## src/hdl/fre_pkg.sv

```systemverilog
// Package of constants and types for the flash row erase and write sequencer.
package fre_pkg;

   // ***************************************************************
   // Register map
   // ***************************************************************
   localparam logic [3:0] ADDR_CONTROL   = 4'h0;
   localparam logic [3:0] ADDR_UNLOCK    = 4'h1;
   localparam logic [3:0] ADDR_PTR_LOW   = 4'h2;
   localparam logic [3:0] ADDR_PTR_HIGH  = 4'h3;
   localparam logic [3:0] ADDR_PTR_UPPER = 4'h4;
   localparam logic [3:0] ADDR_LATCH     = 4'h5;
   localparam logic [3:0] ADDR_STATUS    = 4'h6;
   localparam logic [3:0] ADDR_TBL_WRITE = 4'h7;
   localparam logic [3:0] ADDR_PROT      = 4'h8;

   // ***************************************************************
   // Control register fields
   // ***************************************************************
   localparam int CTL_WR      = 0;
   localparam int CTL_GATE    = 2;
   localparam int CTL_ERR     = 3;
   localparam int CTL_FREE    = 4;
   localparam int CTL_REG_LO  = 6;
   localparam int CTL_REG_HI  = 7;
   localparam logic [1:0] REGION_FLASH = 2'h2;

   localparam int STS_DONE    = 0;
   localparam int STS_IRQ_EN  = 1;
   localparam int STS_STALL   = 2;

   localparam logic [7:0] UNLOCK_KEY1 = 8'h55;
   localparam logic [7:0] UNLOCK_KEY2 = 8'haa;
   localparam logic [7:0] LATCH_RESET = 8'hff;

   // ***************************************************************
   // Timing
   // ***************************************************************
   localparam int CLK_MHZ        = 125;
   localparam int WRITE_TIME_US  = 2000;
   localparam int ERASE_TIME_US  = 2000;
   localparam int WRITE_CYCLES   = WRITE_TIME_US * CLK_MHZ;
   localparam int ERASE_CYCLES   = ERASE_TIME_US * CLK_MHZ;

   typedef enum logic [1:0] {
      OP_NONE,
      OP_ERASE,
      OP_WRITE
   } fre_op_e;

   typedef struct packed {
      logic        start;
      logic        erase;
      logic [21:0] addr;
   } fre_cmd_s;

endpackage : fre_pkg

```

## src/hdl/fre_timer.sv

```systemverilog
// Programming timer that measures the length of one long write.
`timescale 1ns/1ns
module fre_timer #(
   parameter int CNT_W = 20
) (
   // Clock and reset
   input  wire logic             core_clk_i,
   input  wire logic             nrst_i,
   // Control
   input  wire logic             load_i,
   input  wire logic [CNT_W-1:0] count_i,
   input  wire logic             abort_i,
   // Status
   output logic                  busy_o,
   output logic                  done_o
);

   logic [CNT_W-1:0] cnt_q;
   logic             busy_q;
   logic             done_q;
   wire              last_w = busy_q && (cnt_q == '0);

   always_ff @(posedge core_clk_i or negedge nrst_i)
   begin
      if (!nrst_i)
      begin
         cnt_q  <= '0;
         busy_q <= 1'b0;
         done_q <= 1'b0;
      end
      else
      begin
         done_q <= last_w && !abort_i;
         if (load_i)
         begin
            cnt_q  <= count_i;
            busy_q <= 1'b1;
         end
         else if (abort_i || last_w)
            busy_q <= 1'b0;
         else if (busy_q)
            cnt_q <= cnt_q - 1'b1;
      end
   end

   assign busy_o = busy_q;
   assign done_o = done_q;

endmodule : fre_timer

```

## src/hdl/fre_seq.sv

```systemverilog
// Self-programming sequencer for row erase and block write of program flash.
//
// Implementation choices: the address map and the strobed register port.
`timescale 1ns/1ns
module fre_seq #(
   parameter int BLK_BITS   = 6,
   parameter int ROW_BITS   = 6,
   parameter int ADDR_W     = 22,
   parameter int MEM_BYTES  = 22'h20000,
   parameter int WRITE_CNT  = fre_pkg::WRITE_CYCLES,
   parameter int ERASE_CNT  = fre_pkg::ERASE_CYCLES
) (
   // Clock and reset
   input  wire logic              core_clk_i,
   input  wire logic              nrst_i,
   // Register port
   input  wire logic [3:0]        reg_addr_i,
   input  wire logic [7:0]        reg_wdata_i,
   input  wire logic              reg_wr_i,
   input  wire logic              reg_rd_i,
   output logic [7:0]             reg_rdata_o,
   // Events from the core
   input  wire logic              abort_i,
   // Flash array port
   output logic                   flash_erase_o,
   output logic                   flash_prog_o,
   output logic [ADDR_W-1:0]      flash_addr_o,
   output logic [8*(1<<BLK_BITS)-1:0] flash_data_o,
   output logic                   flash_keep_mask_o,
   // Core side
   output logic                   cpu_stall_o,
   output logic                   irq_o
);

   localparam int NBYTES = 1 << BLK_BITS;
   localparam int CNT_W  = 20;

   // ***************************************************************
   // Registers
   // ***************************************************************
   logic [7:0]        ptr_l_q, ptr_h_q, ptr_u_q;
   logic [7:0]        latch_q;
   logic [1:0]        region_q;
   logic              free_q, gate_q, wr_q, err_q;
   logic              done_q, irq_en_q, irq_q;
   logic [1:0]        unl_q;
   logic [7:0]        prot_q;
   logic [7:0]        hold_q [NBYTES];
   logic [7:0]        rdata_q;
   logic              erase_q, prog_q, stall_q;
   logic [ADDR_W-1:0] faddr_q;
   fre_pkg::fre_op_e  op_q;

   // ***************************************************************
   // Decoding
   // ***************************************************************
   wire [ADDR_W-1:0] ptr_w = {ptr_u_q[5:0], ptr_h_q, ptr_l_q};
   wire wr_ctl_w  = reg_wr_i && reg_addr_i == fre_pkg::ADDR_CONTROL;
   wire wr_unl_w  = reg_wr_i && reg_addr_i == fre_pkg::ADDR_UNLOCK;
   wire wr_tbl_w  = reg_wr_i && reg_addr_i == fre_pkg::ADDR_TBL_WRITE;
   wire set_wr_w  = wr_ctl_w && reg_wdata_i[fre_pkg::CTL_WR] && !wr_q;
   // The start bit is honoured only straight after the two keys.
   wire unlocked_w = (unl_q == 2'd2);
   // Region and gate are judged on the very write that sets start,
   // so one control write can select, enable and start together.
   wire [1:0] region_w =
              reg_wdata_i[fre_pkg::CTL_REG_HI:fre_pkg::CTL_REG_LO];
   wire flash_sel_w = (region_w == fre_pkg::REGION_FLASH);
   wire gate_w    = reg_wdata_i[fre_pkg::CTL_GATE];
   wire valid_w   = (ptr_w < MEM_BYTES[ADDR_W-1:0]);
   // Protected region: the first prot_q*4 kB of flash.
   wire prot_w    = ptr_w[ADDR_W-1:12] < {2'h0, prot_q};
   wire go_w      = set_wr_w && unlocked_w && flash_sel_w && gate_w;
   wire bad_w     = go_w && (prot_w || !valid_w);
   wire launch_w  = go_w && !bad_w;
   wire is_erase_w = reg_wdata_i[fre_pkg::CTL_FREE];
   logic tmr_busy_w, tmr_done_w;
   wire abort_w   = abort_i && tmr_busy_w;

   wire [CNT_W-1:0] load_cnt_w = is_erase_w ?
        CNT_W'(ERASE_CNT) : CNT_W'(WRITE_CNT);

   fre_timer #(
      .CNT_W (CNT_W)
   ) u_timer (
      .core_clk_i (core_clk_i),
      .nrst_i     (nrst_i),
      .load_i     (launch_w),
      .count_i    (load_cnt_w),
      .abort_i    (abort_w),
      .busy_o     (tmr_busy_w),
      .done_o     (tmr_done_w)
   );

   // ***************************************************************
   // Unlock sequence
   // ***************************************************************
   always_ff @(posedge core_clk_i or negedge nrst_i)
   begin
      if (!nrst_i)
         unl_q <= 2'd0;
      else if (wr_unl_w && reg_wdata_i == fre_pkg::UNLOCK_KEY1)
         unl_q <= 2'd1;
      else if (wr_unl_w && reg_wdata_i == fre_pkg::UNLOCK_KEY2
               && unl_q == 2'd1)
         unl_q <= 2'd2;
      else if (reg_wr_i || reg_rd_i)
         unl_q <= 2'd0;
   end

   // ***************************************************************
   // Control and status bits
   // ***************************************************************
   always_ff @(posedge core_clk_i or negedge nrst_i)
   begin
      if (!nrst_i)
      begin
         region_q <= 2'h0;
         free_q   <= 1'b0;
         gate_q   <= 1'b0;
         wr_q     <= 1'b0;
         err_q    <= 1'b0;
         done_q   <= 1'b0;
         irq_en_q <= 1'b0;
         irq_q    <= 1'b0;
         op_q     <= fre_pkg::OP_NONE;
      end
      else
      begin
         if (wr_ctl_w && !wr_q)
         begin
            region_q <= region_w;
            free_q   <= reg_wdata_i[fre_pkg::CTL_FREE];
            gate_q   <= reg_wdata_i[fre_pkg::CTL_GATE];
         end
         // Start only with a valid launch; otherwise it stays clear.
         if (launch_w)
         begin
            wr_q <= 1'b1;
            op_q <= is_erase_w ? fre_pkg::OP_ERASE : fre_pkg::OP_WRITE;
         end
         else if (tmr_done_w || abort_w)
         begin
            wr_q <= 1'b0;
            op_q <= fre_pkg::OP_NONE;
         end
         // Hardware set wins over a software clear.
         if (bad_w || abort_w)
            err_q <= 1'b1;
         else if (wr_ctl_w && !reg_wdata_i[fre_pkg::CTL_ERR])
            err_q <= 1'b0;
         if (tmr_done_w)
            done_q <= 1'b1;
         else if (reg_wr_i && reg_addr_i == fre_pkg::ADDR_STATUS
                  && !reg_wdata_i[fre_pkg::STS_DONE])
            done_q <= 1'b0;
         if (reg_wr_i && reg_addr_i == fre_pkg::ADDR_STATUS)
            irq_en_q <= reg_wdata_i[fre_pkg::STS_IRQ_EN];
         irq_q <= (done_q || tmr_done_w) && irq_en_q;
      end
   end

   // ***************************************************************
   // Pointer, latch and protection registers
   // ***************************************************************
   always_ff @(posedge core_clk_i or negedge nrst_i)
   begin
      if (!nrst_i)
      begin
         ptr_l_q <= 8'h00;
         ptr_h_q <= 8'h00;
         ptr_u_q <= 8'h00;
         latch_q <= 8'h00;
         prot_q  <= 8'h00;
      end
      else if (reg_wr_i)
      begin
         case (reg_addr_i)
            fre_pkg::ADDR_PTR_LOW:   ptr_l_q <= reg_wdata_i;
            fre_pkg::ADDR_PTR_HIGH:  ptr_h_q <= reg_wdata_i;
            fre_pkg::ADDR_PTR_UPPER: ptr_u_q <= {2'h0, reg_wdata_i[5:0]};
            fre_pkg::ADDR_LATCH:     latch_q <= reg_wdata_i;
            fre_pkg::ADDR_PROT:      prot_q  <= reg_wdata_i;
            default:                 ptr_l_q <= ptr_l_q;
         endcase
      end
   end

   // ***************************************************************
   // Holding registers
   // ***************************************************************
   // One latch per block byte; an erase never touches them.
   wire [BLK_BITS-1:0] hidx_w = ptr_l_q[BLK_BITS-1:0];
   wire wr_done_w = tmr_done_w && op_q == fre_pkg::OP_WRITE;

   always_ff @(posedge core_clk_i or negedge nrst_i)
   begin
      if (!nrst_i)
      begin
         for (int i = 0; i < NBYTES; i++)
            hold_q[i] <= fre_pkg::LATCH_RESET;
      end
      else if (wr_done_w)
      begin
         for (int i = 0; i < NBYTES; i++)
            hold_q[i] <= fre_pkg::LATCH_RESET;
      end
      else if (wr_tbl_w)
         hold_q[hidx_w] <= latch_q;
   end

   // ***************************************************************
   // Flash array drive and stall
   // ***************************************************************
   always_ff @(posedge core_clk_i or negedge nrst_i)
   begin
      if (!nrst_i)
      begin
         erase_q <= 1'b0;
         prog_q  <= 1'b0;
         stall_q <= 1'b0;
         faddr_q <= '0;
      end
      else
      begin
         stall_q <= launch_w || (tmr_busy_w && !abort_w
                    && !(tmr_done_w));
         if (launch_w && is_erase_w)
            faddr_q <= {ptr_w[ADDR_W-1:ROW_BITS],
                        {ROW_BITS{1'b0}}};
         else if (launch_w)
            faddr_q <= {ptr_w[ADDR_W-1:BLK_BITS],
                        {BLK_BITS{1'b0}}};
         erase_q <= launch_w ? is_erase_w : erase_q && !tmr_done_w
                    && !abort_w;
         prog_q  <= launch_w ? !is_erase_w : prog_q && !tmr_done_w
                    && !abort_w;
      end
   end

   // Array ANDs the latch byte into flash, so FFh leaves it unchanged.
   always_comb
   begin
      for (int i = 0; i < NBYTES; i++)
         flash_data_o[8*i +: 8] = hold_q[i];
   end
   assign flash_keep_mask_o = 1'b1;

   // ***************************************************************
   // Read data
   // ***************************************************************
   wire [7:0] ctl_rd_w = {region_q, 1'b0, free_q, err_q, gate_q,
                          1'b0, wr_q};

   always_ff @(posedge core_clk_i or negedge nrst_i)
   begin
      if (!nrst_i)
         rdata_q <= 8'h00;
      else if (reg_rd_i)
      begin
         case (reg_addr_i)
            fre_pkg::ADDR_CONTROL:   rdata_q <= ctl_rd_w;
            fre_pkg::ADDR_PTR_LOW:   rdata_q <= ptr_l_q;
            fre_pkg::ADDR_PTR_HIGH:  rdata_q <= ptr_h_q;
            fre_pkg::ADDR_PTR_UPPER: rdata_q <= ptr_u_q;
            fre_pkg::ADDR_LATCH:     rdata_q <= latch_q;
            fre_pkg::ADDR_STATUS:    rdata_q <= {5'h0, stall_q, irq_en_q,
                                                 done_q};
            fre_pkg::ADDR_PROT:      rdata_q <= prot_q;
            default:                 rdata_q <= 8'h00;
         endcase
      end
      else
         rdata_q <= 8'h00;
   end

   assign reg_rdata_o   = rdata_q;
   assign flash_erase_o = erase_q;
   assign flash_prog_o  = prog_q;
   assign flash_addr_o  = faddr_q;
   assign cpu_stall_o   = stall_q;
   assign irq_o         = irq_q;
endmodule : fre_seq

```

## config.mk

```make
export PLATFORM = sky130hd
export DESIGN_NAME = fre_seq
export DESIGN_NICKNAME = d
export VERILOG_FILES = /design/src/hdl/fre_pkg.sv /design/src/hdl/fre_timer.sv /design/src/hdl/fre_seq.sv
export SDC_FILE = /design/constraint.sdc
export NUM_CORES = 1
export LEC_CHECK = 0
export BUFFER_PORTS_ARGS = -buffer_cell sky130_fd_sc_hd__buf_2
export CORE_MARGIN = 2
export CORE_UTILIZATION = 45
export DETAILED_ROUTE_END_ITERATION = 7
export HOLD_SLACK_MARGIN = 0.06
export PLACE_DENSITY_LB_ADDON = 0.05
export SYNTH_ARGS = -nofsm -noshare
export SYNTH_HDL_FRONTEND = slang
export SYNTH_SLANG_ARGS = --single-unit
```

## constraint.sdc

```tcl
create_clock -name core_clk_i -period 3.4 [get_ports core_clk_i]
set_input_delay 0.34 -clock core_clk_i [delete_from_list [all_inputs] [get_ports core_clk_i]]
set_output_delay 0.34 -clock core_clk_i [all_outputs]
set_load 0.05 [all_outputs]
```

Word level (Yosys, flattened, before mapping)
Index checks and enable logic that the tools add are counted.
Storage, ports and cells
  register bits: 618
  word-level logic and storage cells: 197
Operators by class
  add/subtract/negate cells: 1
  order comparisons: 4
  eq/ne operators: 15
  mux-type cells: 28
  bitwise gates (word level): 1
  reductions and logical operators: 61
Operator list (number)
  512-bit 2-to-1 mux: 2
  512-bit bitwise mux: 1
  20-bit 2-to-1 mux: 3
  8-bit one-hot mux with 7 select lines: 1
  8-bit demux with 6-bit select: 1
  22-bit 2-to-1 mux: 2
  1-bit logical AND: 30
  22-bit by 18-bit < comparator with 1-bit output, second input constant: 1
  20-bit logical NOT: 1
  20-bit by 1-bit subtractor with 20-bit output, second input constant: 1
  4-bit by 3-bit equality test with 1-bit output, second input constant: 4
  8-bit 2-to-1 mux: 2
  2-bit nonzero test: 7
  2-bit 2-to-1 mux: 6
  2-bit AND reduction: 6
  10-bit by 8-bit < comparator with 1-bit output: 1
  1-bit 2-to-1 mux: 10
  4-bit by 2-bit equality test with 1-bit output, second input constant: 2
  8-bit by 7-bit equality test with 1-bit output, second input constant: 1
  8-bit equality test, second input constant: 1
  1-bit logical NOT: 8
  7-bit greater-or-equal comparator, second input constant: 1
  1-bit logical OR: 7
  7-bit by 1-bit < comparator with 1-bit output, second input constant: 1
  8 further kinds: 10

Depth between registers and ports, before layout
  depth in word-level cells: 12
  gate-level depth with buffers: 8

Hierarchy
Synthesis repeated with hierarchy kept, for this count alone.
Unflattened totals
  cells, all modules: 2266
  area total of the unflattened synthesis: 24896.4 µm²
By module, submodules not included
  fre_seq: instances 1, cells each 2117, area each 23543.8 µm², sequential area each 15404.8 µm²
  fre_timer: instances 1, cells each 149, area each 1352.5 µm², sequential area each 550.5 µm²

Worst setup path after synthesis
No wires, ideal clock.
  kind: input to register
  start: input reg_addr_i[0]
  end: register faddr_q[11] (netlist: flash_addr_o[11])
  library setup time: 0.125 ns
  arrival: 2.095 ns
  data required time: 3.275 ns
  setup slack: 1.180 ns
  stages: 7
  cell sequence: buf_4 nor4_4 nand3b_4 nor4_4 nand3_4 buf_6 mux2_4
Between the ends
  cells in the longest elaborated chain, start to end: 12
RTL lines
  start: declaration: RTL line fre_seq.sv:17  | input wire logic [3:0] reg_addr_i,
  4-bit logical NOT (*): RTL line fre_seq.sv:58  | wire wr_ctl_w = reg_wr_i && reg_addr_i == fre_pkg::ADDR_CONTROL;
  1-bit logical AND (*): RTL line fre_seq.sv:58
  1-bit logical AND (*) (2 in series): RTL line fre_seq.sv:61  | wire set_wr_w = wr_ctl_w && reg_wdata_i[fre_pkg::CTL_WR] && !wr_q;
  1-bit logical AND (*) (3 in series): RTL line fre_seq.sv:73  | wire go_w = set_wr_w && unlocked_w && flash_sel_w && gate_w;
  1-bit logical AND: RTL line fre_seq.sv:74  | wire bad_w = go_w && (prot_w || !valid_w);
  1-bit logical NOT: RTL line fre_seq.sv:75  | wire launch_w = go_w && !bad_w;
  1-bit logical AND (*): RTL line fre_seq.sv:75
  1-bit logical AND: RTL line fre_seq.sv:228  | if (launch_w && is_erase_w)
  22-bit 2-to-1 mux or 2-bit nonzero test (tied branches)
  end signal: assignment: RTL line fre_seq.sv:229  | faddr_q <= {ptr_w[ADDR_W-1:ROW_BITS],
  end signal: assignment: RTL line fre_seq.sv:232  | faddr_q <= {ptr_w[ADDR_W-1:BLK_BITS],
  end: declaration: RTL line fre_seq.sv:51  | logic [ADDR_W-1:0] faddr_q;
Mark *: on every way between the ends. The rest lies on a longest branch, timed or not.
A chain may end at the register's enable or synchronous reset.

Final worst setup path
  start: register ptr_u_q[3]
  end: register faddr_q[15] (netlist: flash_addr_o[15])
Between the ends
  cells in the longest elaborated chain, start to end: 8
RTL lines
  start: declaration: RTL line fre_seq.sv:41  | logic [7:0] ptr_l_q, ptr_h_q, ptr_u_q;
  start signal: assignment: RTL line fre_seq.sv:181  | fre_pkg::ADDR_PTR_UPPER: ptr_u_q <= {2'h0, reg_wdata_i[5:0]};
  22-bit by 18-bit < comparator with 1-bit output: RTL line fre_seq.sv:70  | wire valid_w = (ptr_w < MEM_BYTES[ADDR_W-1:0]);
  1-bit logical NOT: RTL line fre_seq.sv:74
  1-bit logical OR (*): RTL line fre_seq.sv:74
  1-bit logical AND (*): RTL line fre_seq.sv:74
  1-bit logical NOT (*): RTL line fre_seq.sv:75
  1-bit logical AND (*): RTL line fre_seq.sv:75
  1-bit logical AND: RTL line fre_seq.sv:228
  22-bit 2-to-1 mux or 2-bit nonzero test (tied branches)
Marks and branches as above.

==> flow_summary.json <==
{
  "worst_slew_pin_slew_ps": 1070,
  "timing.fmax_mhz": 389,
  "drt_wl_total_um": 96500,
  "yosys.area.top_type_share": 0.517,
  "ir_drop_mv": 0.344,
  "via_count": 22800,
  "syn_area_per_cell_um2": 9.40,
  "synth_top_flop_cell": "dfstp_2",
  "synth_top_area_cell": "dfstp_2",
  "clk_latency_ps": 610,
  "final_max_slew_viol_count": 0,
  "asyncSetResetFlopFracSynth": 1.00,
  "grtUsageTotal": 0.319,
  "slew_headroom": 0.287,
  "drive_gt1_frac": 0.393,
  "cts_buffers": 68,
  "grt_remaining_overflow": 0,
  "cts_buffer_depth": 3,
  "die_h_um": 245,
  "fp.dieArea_um2": 59800,
  "yosysSeqAreaShare": 0.613,
  "hold_slack_ps": 85.9,
  "fin_nets": 3315,
  "yosys_warnings": 0,
  "drcViolationCount": 0,
  "clock_sinks": 612,
  "diodes": 0,
  "finalSetupViolCount": 0,
  "finalHoldViolations": 0,
  "power.density_nw_per_um2": 607,
  "dp_cells": 3981,
  "gp_congestion": 0.900,
  "cap_violations": 0,
  "synth.distinct_cells": 56,
  "io_pins": 564,
  "postSynthCellCount": 2769,
  "seqPwrFrac": 0.440,
  "min_period_over_period": 0.757,
  "p_sw_frac": 0.319,
  "die_w_um": 245,
  "post_cts_buffers": 0,
  "slowest_stage": "dfrtp_1",
  "cts.clk_slew.worst_paths_ps": 60,
  "core_area_um2": 57500,
  "stdcell_count": 4107,
  "crit_type": "reg -> reg",
  "grt_setup_unrepaired": "no",
  "first_global_vias": 22300,
  "cpPeakStageDelay_ps": 450,
  "p_int_mw": 13.3,
  "endpoint_kind": "flop",
  "io_buffers": 556,
  "cts_tree": "done",
  "status": "finished clean",
  "cts-root-buf": "clkbuf_16",
  "mappedNetlistArea_um2": 26000,
  "drt-vias-per-instance": 5.54,
  "grt_pass1_wl_um": 145000,
  "cp_cell_sequence": "ha_1, nand2_1, or3_1, o221ai_1, nand3_4, mux2_4",
  "drt_pass1_iterations": 8,
  "antenna_found_initial": 0,
  "fillCellCount": 5222,
  "clkPwrFrac": 0.392,
  "worst_ep_arrival_time_ps": 3050,
  "wl_per_cell_um": 23.5,
  "cts_resized": 0,
  "ant_nets": 0,
  "p_switching_mw": 6.23,
  "critPathMaxFanout": 25,
  "drt_iter0_drc": 1878,
  "synthTopCellsByArea": "dfstp_2 (52%), nand2_1 (15%), nand3_1 (12%)",
  "post-synth-top-count-cell": "nand2_1",
  "initial_utilization": 0.453,
  "power.leakage_nw": 14.9,
  "h-tree-depth": 3,
  "period_minus_slack_ps": 2570,
  "tns_ps": 0,
  "finalPower_mw": 19.5,
  "core.rowCount": 88,
  "pwr-share-comb": 0.169,
  "hold_path_class": "in -> reg",
  "skew_ps": 25.2,
  "ys_ff_latch": 612,
  "area_delta_synth_final_pct": 23.4,
  "startpoint_type": "flop",
  "synth_edf_count": 0,
  "synthTopCellsByCount": "nand2_1 (1012), nand3_1 (607), dfstp_2 (512)",
  "required_ps": 3880,
  "grt_max_degree": 165,
  "hpwl_um": 63800
}
==> routing by layer <==
metal	routed length, µm	vias up	global-route usage
met3	7770	173	0.0735
met1	40500	11400	0.434
met2	44700	974	0.497
li1	-	10200	-
met4	3500	0	0.122
met5	0	-	0
==> power groups by stage <==
stage | clock network [mW] | logic, mW | registers (mW)
4_1_cts | 7.76 | 3.30 | 8.57
5_1_grt | 8.07 | 3.46 | 8.62
2_1_floorplan | 0 | 1.10 | 9.50
6_report | 7.64 | 3.30 | 8.57
3_5_place_dp | 0 | 3.29 | 8.67
3_3_place_gp | 0 | 3.26 | 8.66
==> kinds of logic after synthesis <==
group | count (synthesis) | synth area share
adders and majority gates | 9 | 0.00432
muxes | 54 | 0.0240
other | 2 | 0.000288
buffers and inverters | 191 | 0.0295
and+or+nand+nor | 1806 | 0.303
xor gates and xnor gates | 14 | 0.00471
AOI/OAI and AO/OA | 81 | 0.0209
DFF | 612 | 0.613
==> worst paths after layout <==
path                             startpoint                end  slack [ps]  depth (start not counted)
min in group asynchronous            nrst_i     reg_rdata_o[6]         480                          2
max in group asynchronous            nrst_i  flash_data_o[226]        1900                          3
hold reg to reg            flash_data_o[74]   flash_data_o[74]         480                          2
setup reg to reg                 ptr_u_q[3]   flash_addr_o[15]         830                          6
setup / recovery                 ptr_u_q[3]   flash_addr_o[15]         830                          6
hold / removal                      abort_i              err_q          90                          2
==> final cells by class <==
cell class                      instances  area, µm²  area share
Inverter                               13       48.8     0.00152
Tap cell                              765        957      0.0298
Clock buffer                          103       2050      0.0637
Multi-Input combinational cell       1971       9360       0.291
Clock inverter                         20        264     0.00821
Timing Repair Buffer                  623       3490       0.109
Sequential cell                       612      16000       0.497
==> critical path, delay by kind of cell (launching register included) <==
family                     cells  cell delay (ps)
and+or+nand+nor                3              840
DFF                            1              450
muxes                          1              420
AOI/OAI and AO/OA              1              390
adders and majority gates      1              330
==> sequential cells by signal, indices dropped and copies added, names as in the netlist, 2 cells and up <==
register	cells
prot_q	8
op_q	2
unl_q	2
flash_data_o	512
ptr_h_q	8
ptr_u_q	6
ptr_l_q	8
latch_q	8
region_q	2
u_timer.cnt_q	20
flash_addr_o	16
reg_rdata_o	8
==> through the flow <==
step	util	setup WS [ps]	area, µm²
floorplan	-	1180	26100
global placement	0.518	807	29800
detailed placement	0.518	759	29800
CTS	0.559	859	32100
global route	0.559	596	32100
finish	0.559	827	32100
==> repair_timing <==
item	CTS	global route
hold endpoints to repair	22	0
hold buffers	3	0
endpoints found under the setup margin	0	0
==> cell usage in the layout (no fill, tap or decap), drive strengths merged, types with 5 or more instances in the layout <==
| cell type | count |
|---|---|
| nand3b | 6 |
| ha | 9 |
| bufinv | 5 |
| nor3b | 7 |
| and3b | 5 |
| buf | 620 |
| a22oi | 17 |
| o21ai | 11 |
| clkinv | 10 |
| and3 | 14 |
| xnor2 | 14 |
| nor4 | 7 |
| conb | 7 |
| nor3 | 11 |
| inv | 16 |
| nand2 | 1012 |
| nor2 | 87 |
| a21oi | 24 |
| clkbuf | 103 |
| or3 | 7 |
| a2111oi | 8 |
| nand2b | 10 |
| and2 | 7 |
| a31oi | 6 |
| dfstp | 512 |
| dfrtp | 100 |
| nand3 | 608 |
| or2 | 5 |
| mux2 | 50 |
(Power assumes the default switching activity.)
